--- src/verilog/power_event_pkg.sv ---
// Constants, field layout and state type of the power button event logic
package power_event_pkg;

  // ==========================================================
  // Timing
  localparam real CLK_PERIOD_NS   = 4.0;
  localparam real DBNC_SHORT_MS   = 31.25;
  localparam real DBNC_MID_MS     = 125.0;
  localparam real DBNC_LONG_MS    = 750.0;
  localparam real LONG_PRESS_S    = 4.0;
  localparam int  DBNC_SHORT_CYC  = int'($ceil(DBNC_SHORT_MS * 1.0e6 / CLK_PERIOD_NS));
  localparam int  DBNC_MID_CYC    = int'($ceil(DBNC_MID_MS * 1.0e6 / CLK_PERIOD_NS));
  localparam int  DBNC_LONG_CYC   = int'($ceil(DBNC_LONG_MS * 1.0e6 / CLK_PERIOD_NS));
  localparam int  LONG_PRESS_CYC  = int'($ceil(LONG_PRESS_S * 1.0e9 / CLK_PERIOD_NS));
  localparam int  CNT_W           = 32;
  localparam int  MAX_REGS        = 8;

  // ==========================================================
  // Register offsets (byte addresses)
  localparam logic [7:0] ADDR_CTRL   = 8'h00;
  localparam logic [7:0] ADDR_STATUS = 8'h04;
  localparam logic [7:0] ADDR_REGS   = 8'h08;

  // ==========================================================
  // Control fields and reset values
  localparam int CTRL_MODE_BIT    = 0;
  localparam int CTRL_DBNC_LSB    = 1;
  localparam int CTRL_LPOFF_BIT   = 3;
  localparam int CTRL_RESTART_BIT = 4;
  localparam int CTRL_RETAIN_LSB  = 8;
  localparam logic       MODE_RST    = 1'b0;
  localparam logic [1:0] DBNC_RST    = 2'h0;
  localparam logic       LPOFF_RST   = 1'b1;
  localparam logic       RESTART_RST = 1'b0;

  // ==========================================================
  // Status and regulator fields
  localparam int STAT_FLAG_BIT  = 0;
  localparam int STAT_SENSE_BIT = 1;
  localparam int STAT_STATE_LSB = 2;
  localparam int STAT_VIN_BIT   = 4;
  localparam int STAT_THERM_BIT = 5;
  localparam int REGS_ON_LSB    = 0;
  localparam int REGS_SLEEP_LSB = 8;

  typedef enum logic [1:0] {ST_OFF, ST_COIN, ST_SLEEP, ST_ON} power_state_t;

endpackage

--- src/verilog/level_qualifier.sv ---
// Pulses once when a level has held its wanted value for a set count
`timescale 1ns/100ps
`default_nettype none
module level_qualifier
#(
  parameter int CW = 32
)
(
  // Clock and reset
  input  wire logic          clock,
  input  wire logic          sys_rst,
  // Level and qualification
  input  wire logic          level,
  input  wire logic          wanted,
  input  wire logic [CW-1:0] threshold,
  output logic               fire_ff
);

  logic [CW-1:0] cnt_ff;
  logic          done_ff;

  // ==========================================================
  // Hold counter
  always_ff @(posedge clock)
  begin
    if (sys_rst)
    begin
      // Armed only after the level has left its wanted value once
      cnt_ff  <= '0;
      done_ff <= 1'b1;
      fire_ff <= 1'b0;
    end
    else
    begin
      fire_ff <= 1'b0;
      if (level != wanted)
      begin
        cnt_ff  <= '0;
        done_ff <= 1'b0;
      end
      else if (!done_ff)
      begin
        if (cnt_ff >= threshold)
        begin
          fire_ff <= 1'b1;
          done_ff <= 1'b1;
        end
        else
          cnt_ff <= cnt_ff + 1'b1;
      end
    end
  end

endmodule
`default_nettype wire

--- src/verilog/power_button_event_control.sv ---
// Turn-on and turn-off event control with a Wishbone register slave
`timescale 1ns/100ps
`default_nettype none
module power_button_event_control
#(
  parameter int NUM_REGS       = 8,
  parameter int DBNC_SHORT_CYC = power_event_pkg::DBNC_SHORT_CYC,
  parameter int DBNC_MID_CYC   = power_event_pkg::DBNC_MID_CYC,
  parameter int DBNC_LONG_CYC  = power_event_pkg::DBNC_LONG_CYC,
  parameter int LONG_PRESS_CYC = power_event_pkg::LONG_PRESS_CYC
)
(
  // Clock and reset
  input  wire logic                    clock,
  input  wire logic                    sys_rst,
  // Wishbone slave
  input  wire logic                    cyc_i,
  input  wire logic                    stb_i,
  input  wire logic                    we_i,
  input  wire logic [7:0]              adr_i,
  input  wire logic [3:0]              sel_i,
  input  wire logic [31:0]             dat_i,
  output logic [31:0]                  dat_o,
  output logic                         ack_o,
  // Pin and supply indications
  input  wire logic                    power_request_pin,
  input  wire logic                    vin_above_uv_threshold,
  input  wire logic                    thermal_shutdown,
  // Power state, regulator commands, pin event flag and pin level sense
  output var power_event_pkg::power_state_t power_state_ff,
  output logic [NUM_REGS-1:0]          regulator_on_ff,
  output logic [NUM_REGS-1:0]          regulator_sleep_ff,
  output logic                         sequence_start_ff,
  output logic [NUM_REGS-1:0]          sequence_mask_ff,
  output logic                         pin_event_flag_ff,
  output logic                         pin_level_sense_ff
);

  localparam int CW = power_event_pkg::CNT_W;

  logic                  pin_meta_ff;
  logic                  pin_sync_ff;
  logic                  pin_mode_select_ff;
  logic [1:0]            button_debounce_select_ff;
  logic                  long_press_off_enable_ff;
  logic                  auto_restart_enable_ff;
  logic [NUM_REGS-1:0]   sleep_retain_select_ff;
  logic                  restart_ff;
  logic                  nxt_restart;
  power_event_pkg::power_state_t nxt_state;
  logic [CW-1:0]         fall_thr;
  logic [CW-1:0]         on_thr;
  logic                  fall_fire;
  logic                  rise_fire;
  logic                  on_fire;
  logic                  long_fire;
  logic                  turn_on_req;
  logic                  pin_off;
  logic                  on_entry;
  logic                  off_entry;
  logic                  flag_set;
  logic                  flag_clr;
  logic                  wr_take;
  logic [31:0]           rd_word;

  // ==========================================================
  // Pin synchroniser and sense
  always_ff @(posedge clock)
  begin
    if (sys_rst)
    begin
      // Idle level of the pulled-up pin in both synchroniser stages, no false edge after reset; sense bit starts low
      pin_meta_ff        <= 1'b1;
      pin_sync_ff        <= 1'b1;
      pin_level_sense_ff <= 1'b0;
    end
    else
    begin
      pin_meta_ff        <= power_request_pin;
      pin_sync_ff        <= pin_meta_ff;
      pin_level_sense_ff <= pin_sync_ff;
    end
  end

  // ==========================================================
  // Debounce selection
  always_comb
  begin
    fall_thr = CW'(DBNC_SHORT_CYC);
    on_thr   = '0;
    case (button_debounce_select_ff)
      2'h0:
      begin
        fall_thr = CW'(DBNC_SHORT_CYC);
        on_thr   = '0;
      end
      2'h1:
      begin
        fall_thr = CW'(DBNC_SHORT_CYC);
        on_thr   = CW'(DBNC_SHORT_CYC);
      end
      2'h2:
      begin
        fall_thr = CW'(DBNC_MID_CYC);
        on_thr   = CW'(DBNC_MID_CYC);
      end
      default:
      begin
        fall_thr = CW'(DBNC_LONG_CYC);
        on_thr   = CW'(DBNC_LONG_CYC);
      end
    endcase
  end

  level_qualifier #(.CW(CW)) u_fall_int
  (
    .clock     (clock),
    .sys_rst   (sys_rst),
    .level     (pin_sync_ff),
    .wanted    (1'b0),
    .threshold (fall_thr),
    .fire_ff   (fall_fire)
  );

  level_qualifier #(.CW(CW)) u_rise_int
  (
    .clock     (clock),
    .sys_rst   (sys_rst),
    .level     (pin_sync_ff),
    .wanted    (1'b1),
    .threshold (CW'(DBNC_SHORT_CYC)),
    .fire_ff   (rise_fire)
  );

  level_qualifier #(.CW(CW)) u_turn_on
  (
    .clock     (clock),
    .sys_rst   (sys_rst),
    .level     (pin_sync_ff),
    .wanted    (1'b0),
    .threshold (on_thr),
    .fire_ff   (on_fire)
  );

  level_qualifier #(.CW(CW)) u_long_press
  (
    .clock     (clock),
    .sys_rst   (sys_rst),
    .level     (pin_sync_ff),
    .wanted    (1'b0),
    .threshold (CW'(LONG_PRESS_CYC)),
    .fire_ff   (long_fire)
  );

  // ==========================================================
  // Wishbone slave
  assign wr_take = cyc_i && stb_i && we_i && ack_o;

  always_comb
  begin
    rd_word = '0;
    if (adr_i == power_event_pkg::ADDR_CTRL)
    begin
      rd_word[power_event_pkg::CTRL_MODE_BIT]         = pin_mode_select_ff;
      rd_word[power_event_pkg::CTRL_DBNC_LSB +: 2]    = button_debounce_select_ff;
      rd_word[power_event_pkg::CTRL_LPOFF_BIT]        = long_press_off_enable_ff;
      rd_word[power_event_pkg::CTRL_RESTART_BIT]      = auto_restart_enable_ff;
      rd_word[power_event_pkg::CTRL_RETAIN_LSB +: NUM_REGS] = sleep_retain_select_ff;
    end
    else if (adr_i == power_event_pkg::ADDR_STATUS)
    begin
      rd_word[power_event_pkg::STAT_FLAG_BIT]      = pin_event_flag_ff;
      rd_word[power_event_pkg::STAT_SENSE_BIT]     = pin_level_sense_ff;
      rd_word[power_event_pkg::STAT_STATE_LSB +: 2] = power_state_ff;
      rd_word[power_event_pkg::STAT_VIN_BIT]       = vin_above_uv_threshold;
      rd_word[power_event_pkg::STAT_THERM_BIT]     = thermal_shutdown;
    end
    else if (adr_i == power_event_pkg::ADDR_REGS)
    begin
      rd_word[power_event_pkg::REGS_ON_LSB +: NUM_REGS]    = regulator_on_ff;
      rd_word[power_event_pkg::REGS_SLEEP_LSB +: NUM_REGS] = regulator_sleep_ff;
    end
  end

  always_ff @(posedge clock)
  begin
    if (sys_rst)
    begin
      ack_o <= 1'b0;
      dat_o <= '0;
    end
    else
    begin
      ack_o <= cyc_i && stb_i && !ack_o;
      if (cyc_i && stb_i && !ack_o && !we_i)
        dat_o <= rd_word;
    end
  end

  // ==========================================================
  // Control register
  always_ff @(posedge clock)
  begin
    if (sys_rst)
    begin
      pin_mode_select_ff        <= power_event_pkg::MODE_RST;
      button_debounce_select_ff <= power_event_pkg::DBNC_RST;
      long_press_off_enable_ff  <= power_event_pkg::LPOFF_RST;
      auto_restart_enable_ff    <= power_event_pkg::RESTART_RST;
      sleep_retain_select_ff    <= '0;
    end
    else if (wr_take && adr_i == power_event_pkg::ADDR_CTRL)
    begin
      if (sel_i[0])
      begin
        pin_mode_select_ff        <= dat_i[power_event_pkg::CTRL_MODE_BIT];
        button_debounce_select_ff <= dat_i[power_event_pkg::CTRL_DBNC_LSB +: 2];
        long_press_off_enable_ff  <= dat_i[power_event_pkg::CTRL_LPOFF_BIT];
        auto_restart_enable_ff    <= dat_i[power_event_pkg::CTRL_RESTART_BIT];
      end
      if (sel_i[1])
        sleep_retain_select_ff <= dat_i[power_event_pkg::CTRL_RETAIN_LSB +: NUM_REGS];
    end
  end

  // ==========================================================
  // Power state machine
  assign turn_on_req = pin_mode_select_ff ? on_fire : pin_sync_ff;
  assign pin_off = pin_mode_select_ff
                 ? (long_press_off_enable_ff && long_fire)
                 : !pin_sync_ff;

  always_comb
  begin
    nxt_state   = power_state_ff;
    nxt_restart = restart_ff;
    if (!vin_above_uv_threshold)
    begin
      nxt_state   = power_event_pkg::ST_COIN;
      nxt_restart = 1'b0;
    end
    else if (thermal_shutdown)
    begin
      nxt_state   = power_event_pkg::ST_OFF;
      nxt_restart = 1'b0;
    end
    else
    begin
      case (power_state_ff)
        power_event_pkg::ST_COIN:
          nxt_state = power_event_pkg::ST_OFF;
        power_event_pkg::ST_OFF,
        power_event_pkg::ST_SLEEP:
        begin
          if (turn_on_req || restart_ff)
          begin
            nxt_state   = power_event_pkg::ST_ON;
            nxt_restart = 1'b0;
          end
        end
        power_event_pkg::ST_ON:
        begin
          if (pin_off)
          begin
            if (|sleep_retain_select_ff)
              nxt_state = power_event_pkg::ST_SLEEP;
            else
            begin
              nxt_state   = power_event_pkg::ST_OFF;
              nxt_restart = auto_restart_enable_ff;
            end
          end
        end
        default:
          nxt_state = power_event_pkg::ST_OFF;
      endcase
    end
  end

  always_ff @(posedge clock)
  begin
    if (sys_rst)
    begin
      power_state_ff <= power_event_pkg::ST_OFF;
      restart_ff     <= 1'b0;
    end
    else
    begin
      power_state_ff <= nxt_state;
      restart_ff     <= nxt_restart;
    end
  end

  // ==========================================================
  // Pin event flag, set wins over clear
  assign on_entry  = (nxt_state == power_event_pkg::ST_ON)
                  && (power_state_ff != power_event_pkg::ST_ON);
  assign off_entry = (nxt_state == power_event_pkg::ST_OFF)
                  && (power_state_ff != power_event_pkg::ST_OFF);
  assign flag_set  = on_entry
                  || (pin_mode_select_ff && (fall_fire || rise_fire));
  assign flag_clr  = off_entry
                  || (wr_take && adr_i == power_event_pkg::ADDR_STATUS
                      && sel_i[0] && dat_i[power_event_pkg::STAT_FLAG_BIT]);

  always_ff @(posedge clock)
  begin
    if (sys_rst)
      pin_event_flag_ff <= 1'b0;
    else if (flag_set)
      pin_event_flag_ff <= 1'b1;
    else if (flag_clr)
      pin_event_flag_ff <= 1'b0;
  end

  // ==========================================================
  // Regulator commands
  always_ff @(posedge clock)
  begin
    if (sys_rst)
    begin
      regulator_on_ff    <= '0;
      regulator_sleep_ff <= '0;
      sequence_start_ff  <= 1'b0;
      sequence_mask_ff   <= '0;
    end
    else
    begin
      sequence_start_ff <= 1'b0;
      if (on_entry)
      begin
        regulator_on_ff    <= '1;
        regulator_sleep_ff <= '0;
        sequence_start_ff  <= 1'b1;
        sequence_mask_ff   <= ~regulator_on_ff;
      end
      else if (nxt_state == power_event_pkg::ST_SLEEP
               && power_state_ff != power_event_pkg::ST_SLEEP)
      begin
        regulator_on_ff    <= sleep_retain_select_ff;
        regulator_sleep_ff <= sleep_retain_select_ff;
      end
      else if (nxt_state == power_event_pkg::ST_OFF
               || nxt_state == power_event_pkg::ST_COIN)
      begin
        regulator_on_ff    <= '0;
        regulator_sleep_ff <= '0;
      end
    end
  end

  // ==========================================================
  // Assertions
  logic [1:0] up_cnt_ff;

  always_ff @(posedge clock)
  begin
    if (sys_rst)
      up_cnt_ff <= 2'h0;
    else if (up_cnt_ff != 2'h3)
      up_cnt_ff <= up_cnt_ff + 2'h1;
  end
endmodule
`default_nettype wire

--- config.mk ---
export PLATFORM = sky130hd
export DESIGN_NAME = power_button_event_control
export DESIGN_NICKNAME = d
export VERILOG_FILES = /design/src/verilog/power_event_pkg.sv /design/src/verilog/level_qualifier.sv /design/src/verilog/power_button_event_control.sv
export SDC_FILE = /design/constraint.sdc
export NUM_CORES = 1
export LEC_CHECK = 0
export ABC_AREA = 1
export CORE_ASPECT_RATIO = 1.75
export CORE_UTILIZATION = 60
export DETAILED_ROUTE_END_ITERATION = 8
export DONT_BUFFER_PORTS = 1
export GPL_TIMING_DRIVEN = 0
export PLACE_DENSITY = 0.76
export SYNTH_ARGS = -nofsm -noshare
export SYNTH_HDL_FRONTEND = slang
export SYNTH_SLANG_ARGS = --single-unit
export TNS_END_PERCENT = 20
--- constraint.sdc ---
create_clock -name clock -period 3.4 [get_ports clock]
set_input_delay 0.68 -clock clock [delete_from_list [all_inputs] [get_ports clock]]
set_output_delay 0.68 -clock clock [all_outputs]
set_load 0.01 [all_outputs]
---- Word level (Yosys, flattened, before mapping) ----
Cells that the tools add are included.
cells by class
  equality and inequality tests ........... 15
  bitwise operators ....................... 11
  reductions and logical operators ........ 49
  order comparisons ....................... 4
  mux-type cells .......................... 38
  add/sub/neg operators ................... 4
operators by type and width
  kind                                                                 number
  adder 32 x 1 -> 32 bit, second input constant                        4
  one-hot mux 28 bit (3 select lines)                                  1
  greater-or-equal comparator 32 x 28 -> 1 bit                         2
  one-hot mux 28 bit (2 select lines)                                  1
  greater-or-equal comparator 32 x 23 -> 1 bit, second input constant  1
  greater-or-equal comparator 32 x 30 -> 1 bit, second input constant  1
  2-to-1 mux 8 bit                                                     4
  2-to-1 mux 1 bit                                                     20
  2-to-1 mux 16 bit                                                    1
  OR reduction 3 bit                                                   5
  logical AND 1 bit                                                    14
  AND reduction 2 bit                                                  6
  == test 2 bit, second input constant                                 5
  2-to-1 mux 10 bit                                                    1
  2-to-1 mux 2 bit                                                     5
  inequality test 2 bit, second input constant                         5
  NOT 1 bit                                                            10
  OR reduction 2 bit                                                   5
  == test 8 x 3 -> 1 bit, second input constant                        1
  == test 8 x 4 -> 1 bit, second input constant                        1
  logical NOT 8 bit                                                    1
  NOT 8 bit                                                            1
  nonzero test 2 bit                                                   4
  OR reduction 8 bit                                                   1
  11 further kinds                                                     21
word-level totals
  logic and storage cells ................. 150
  bits of input ports ..................... 52
  register bits ........................... 198
  output and inout port bits .............. 62

---- Logic depth before layout (Yosys ltp) ----
  depth in word-level cells ............... 11
  gate-level depth with buffers ........... 16
  mapped depth without buffers ............ 15

---- Hierarchy ----
A second synthesis with hierarchy kept.
unflattened totals
  cell total of the unflattened synthesis .. 2452
  area total of the unflattened synthesis .. 15461.1 µm²
modules (own cells, without submodules)
  module                            sequential area each (µm²)  area an instance (µm²)  instances  cells an instance
  level_qualifier (u_fall_int ...)  680.7                       3113.0                  3          516
  level_qualifier (u_turn_on)       680.7                       3153.0                  1          524
  power_button_event_control        1241.2                      2969.1                  1          380

---- Worst setup path before layout ----
No wires, ideal clock.
  path kind ............................... register to register
  start point ............................. register button_debounce_select_ff[0]
  end point ............................... register u_turn_on.cnt_ff[20]
  cell stages (with the launch flop) ...... 13
  buffers on the path ..................... 2
  required time ........................... 3.330 ns
  data arrival time ....................... 2.343 ns
  setup slack ............................. 0.987 ns
  cell sequence ........................... dfxtp_1 inv_1 ha_1 nor2_1 ha_1 a21o_1 nor2_1 nor2_1 nor2_1 buf_2 buf_4 nand4_1 a21oi_1
on the way
  longest elaborated chain between the ends .. 5
  elaborated cells on any way between the ends .. 7
RTL lines
  what                                              RTL line                           source
  start: declaration                                power_button_event_control.sv:44   logic [1:0] button_debounce_select_ff;
  start signal: assignment                          power_button_event_control.sv:207  button_debounce_select_ff <= power_event_pkg::DBNC_RST;
  start signal: assignment                          power_button_event_control.sv:217  button_debounce_select_ff <= dat_i[power_event_pkg::CTRL_DBNC_LSB +: 2];
  == test 2 bit, or another cell as far along       power_button_event_control.sv:91   case (button_debounce_select_ff)
  one-hot mux 28 bit (3 select lines) (*)           power_button_event_control.sv:91
  greater-or-equal comparator 32 x 28 -> 1 bit (*)  level_qualifier.sv:43              if (cnt_ff >= threshold)
  NOT 1 bit (no source line) (*)                    -
  AND reduction 2 bit (no source line) (*)          -
  end signal: assignment                            level_qualifier.sv:49              cnt_ff <= cnt_ff + 1'b1;
  end: declaration                                  level_qualifier.sv:19              logic [CW-1:0] cnt_ff;
Every way passes the cells marked *; elsewhere a longest branch is shown, timed or not.
A chain may end at the register's enable or synchronous reset.

---- Worst setup path in the final report ----
  start point ............................. register button_debounce_select_ff[0]
  end point ............................... register u_fall_int.cnt_ff[24]
on the way
  longest elaborated chain between the ends .. 6
  elaborated cells on any way between the ends .. 8
RTL lines
  what                                                                RTL line
  == test 2 x 1 -> 1 bit / logical NOT 2 bit (equally long branches)  power_button_event_control.sv:91
  OR reduction 2 bit (no source line)                                 -
  one-hot mux 28 bit (2 select lines) (*)                             power_button_event_control.sv:91
  greater-or-equal comparator 32 x 28 -> 1 bit (*)                    level_qualifier.sv:43
  NOT 1 bit (no source line) (*)                                      -
  AND reduction 2 bit (no source line) (*)                            -
  end signal: assignment                                              level_qualifier.sv:49
  end: declaration                                                    level_qualifier.sv:19
Marks and branches as above.

==> flow_metrics.py <==
metrics = {
    "synthesis": {
        "syn_inst": 1787,
        "synthesis.area_mm2": 0.0118,
        "ys_seq_elements": 198,
        "synth-edff-count": 0,
        "ys_seq_area_share_pct": 33.5,
        "synth-async-reset-ratio_pct": 0,
        "ys_types": 40,
        "yosysTopAreaCell": "dfxtp_1",
        "synthFlopType": "dfxtp_1",
        "synth_top_area_share_pct": 33.5,
        "synth_area_leaders": "dfxtp_1, nand2_1, nor2_1",
        "syn_avg_cell_area_um2": 6.61,
        "yosysWarnings": 0,
    },
    "die": {
        "ios": 114,
        "dieHeight_um": 188,
        "start_util_pct": 61.6,
        "dieArea_mm2": 0.0203,
        "rows": 67,
        "coreArea_mm2": 0.0192,
        "die_w_um": 108,
    },
    "finish": {
        "final_common_cell": "nand2_1",
        "nets": 1931,
        "layout.cells.non_filler": 2076,
        "layout-drive-gt1-share_pct": 6.65,
        "fillers": 1875,
        "seqCellArea_mm2": 0.00396,
        "antenna_cells": 0,
        "syn2layout_area_growth_pct": 8.38,
        "final_cell_mix": "nand2_1, nor2_1, dfxtp_1, inv_1, a21oi_1",
        "multi_input_area_mm2": 0.00683,
    },
    "route": {
        "drtIter0Drc": 630,
        "ant_nets": 0,
        "drc": 0,
        "wl_um": 32700,
        "avgRoutedWirePerCell_um": 15.7,
        "firstDrtPassIters": 5,
        "num_vias": 11408,
        "routed_via_density": 5.50,
    },
    "global_route": {
        "met2_usage_pct": 62.6,
        "grtUsageMet1_pct": 33.0,
        "grt_max_degree": 21,
        "grt_first_pass_wirelength_um": 53100,
        "antenna_found_initial": 1,
        "use_met3_pct": 6.01,
        "busiest_layer": "met2",
        "grt_pass1_vias": 11074,
        "overflow": 0,
        "grt_usage_pct": 33.3,
    },
    "critical_path": {
        "crit_top_cell": "nand2_1",
        "cp-start-kind": "flip-flop",
        "max_stage_delay_ns": 0.41,
        "crit_slowest_cell": "ha_2",
        "crit_required_ns": 3.71,
        "critPathMaxFanout": 10,
        "criticalPathCategory": "reg -> reg",
        "cp-end-kind": "flip-flop",
        "rr_startpoint": "button_debounce_select_ff[0]$_SDFFE_PP0P_",
        "worstPathCellList": "inv_1 -> ha_2 -> inv_1 -> ha_1 -> nand2_1 -> inv_1 -> nand2_1 -> nand2_1 -> nand2_1 -> nand2_1 -> nor2_1 -> nand4_1 -> buf_4 -> buf_2 -> nand2_1 -> a21oi_1",
        "startpoint": "button_debounce_select_ff[0]$_SDFFE_PP0P_",
        "rrSetupSlack_ns": 0.30,
        "worst_ep_arrival_time_ns": 3.41,
    },
    "timing": {
        "finalCriticalPeriod_ns": 3.10,
        "setup_viol": 0,
        "hold_viol": 0,
        "maxSlewViolCount": 0,
        "slew_headroom_pct": 45.9,
        "fin_crit_sh_pct": 91.1,
        "skew_ns": 0.0113,
        "timing.setup.tns_ns": 0,
        "rsz0062_at_grt": "no",
        "max_freq_mhz": 323,
        "worst_pin_slew_ns": 0.808,
    },
    "cts": {
        "cts_buffers": 17,
        "clk_latency_ns": 0.45,
        "cts_max_path_buffers": 2,
        "clk_pin_slew_worst_paths_ns": 0.08,
        "clock_sinks": 198,
        "cts_tree": "done",
        "cts-root-buf": "clkbuf_16",
        "cts_max_level": 4,
    },
    "status": {
        "outcome": "finished clean",
    },
    "power": {
        "switching_share_pct": 25.8,
        "pwr-share-comb_pct": 4.7,
        "power.density_mw_per_mm2": 364,
        "seqPwrFrac_pct": 51.0,
        "peakVddDrop_v": 0.000447,
        "switchingPower_mw": 1.20,
        "leakage_nw": 5.12,
        "p_int_mw": 3.46,
        "clock_power_share_pct": 44.4,
    },
    "min_path": {
        "hold_path_class": "in -> reg",
        "worstHoldStart": "sys_rst",
    },
    "placement": {
        "place_congestion": 0.957,
        "dp_cells": 2043,
        "io_buffers": 0,
        "dp_hpwl_um": 25600,
    },
    "run": {
        "cap_violations": 0,
    },
}
-- synth_stat cells, types with 13 or more instances --
library cell  count
nand2_1         526
nand3b_1         21
buf_2            13
dfxtp_1         198
buf_4            34
o211ai_1         16
a21oi_1         143
inv_1           157
nand3_1          96
xor2_1           47
ha_1             57
nor2_1          218
clkbuf_1         25
inv_2            14
nand4_1          79
o21ai_0          34
xnor2_1          27
nor3_1           22
-- power groups by stage --
stage | logic, mW | registers, mW | clock network, mW
5_1_grt | 0.239 | 2.38 | 2.17
4_1_cts | 0.216 | 2.38 | 2.09
2_1_floorplan | 0.161 | 2.42 | 0
6_report | 0.218 | 2.38 | 2.07
3_3_place_gp | 0.211 | 2.43 | 0
3_5_place_dp | 0.214 | 2.43 | 0
-- metrics by stage --
| step | power, mW | utilization, % | hold WS, ns | cell area, µm² | worst slack (ns) |
|---|---|---|---|---|---|
| 2_1_floorplan | 2.59 | - | 0.389 | 11900 | 0.987 |
| 3_3_place_gp | 2.64 | 63.4 | 0.401 | 12200 | -0.139 |
| 3_5_place_dp | 2.65 | 63.4 | 0.400 | 12200 | -0.132 |
| 4_1_cts | 4.68 | 66.6 | 0.293 | 12800 | 0.0222 |
| 5_1_grt | 4.79 | 66.7 | 0.290 | 12800 | 0.0322 |
| 6_report | 4.67 | 66.7 | 0.301 | 12800 | 0.302 |
-- area by class of cell --
class | instances | area share (%)
flip-flops and latches | 198 | 30.9
clock buffers | 17 | 3.32
well taps | 241 | 2.35
inverters | 172 | 5.06
clock inverters | 15 | 1.44
multi-input cells | 1350 | 53.3
repair buffers | 1 | 0.0586
plain buffers | 82 | 3.55
-- final timing paths --
| path | end | cells after the start |
|---|---|---|
| worst max-delay path | u_fall_int.cnt_ff[24]$_SDFFE_PP0P_ | 16 |
| worst min-delay path | sequence_start_ff$_SDFF_PP0_ | 1 |
| worst max register to register | u_fall_int.cnt_ff[24]$_SDFFE_PP0P_ | 16 |
| worst min register to register | u_long_press.fire_ff$_SDFF_PP0_ | 1 |
-- registers in the layout (all words and copies together), names as in the netlist, 2 cells and up --
signal,count
button_debounce_select_ff,2
dat_o,16
power_state_ff,2
regulator_on_ff,8
regulator_sleep_ff,8
sequence_mask_ff,8
sleep_retain_select_ff,8
u_fall_int.cnt_ff,32
u_long_press.cnt_ff,32
u_rise_int.cnt_ff,32
u_turn_on.cnt_ff,32
-- critical path, delay by kind of cell, from the launching register on --
kind,cells,cell delay [ns]
buffers and inverters,5,0.97
AND/OR/NAND/NOR,8,0.82
adder cells (fa/ha/maj),2,0.76
flip-flops,1,0.35
AO/OA/AOI/OAI,1,0.06
-- timing repair --
item | CTS | global route
buffers inserted | 0 | 1
gates resized for setup | 2 | 4
setup endpoints to repair | 41 | 42
pin swaps | 0 | 1
hold buffers | 0 | 0
-- routing by layer --
layer  share of wire (%)  vias up
met4                 4.6        2
met1                  37     5193
met2                  53      312
met5               0.037        -
met3                 4.8       84
li1                    -     5817
-- cells by family (layout without fill, tap and decap cells) --
kind of cell	after synthesis	count (layout)	synth area share, %
adder cells (fa/ha/maj)	57	57	6.03
XOR/XNOR	74	74	5.48
flip-flops	198	198	33.5
buffers and inverters	254	287	9.33
other	1	16	0.0317
AO/OA/AOI/OAI	216	216	9.91
AND/OR/NAND/NOR	987	987	35.7
Power figures use the tool's default switching activity.
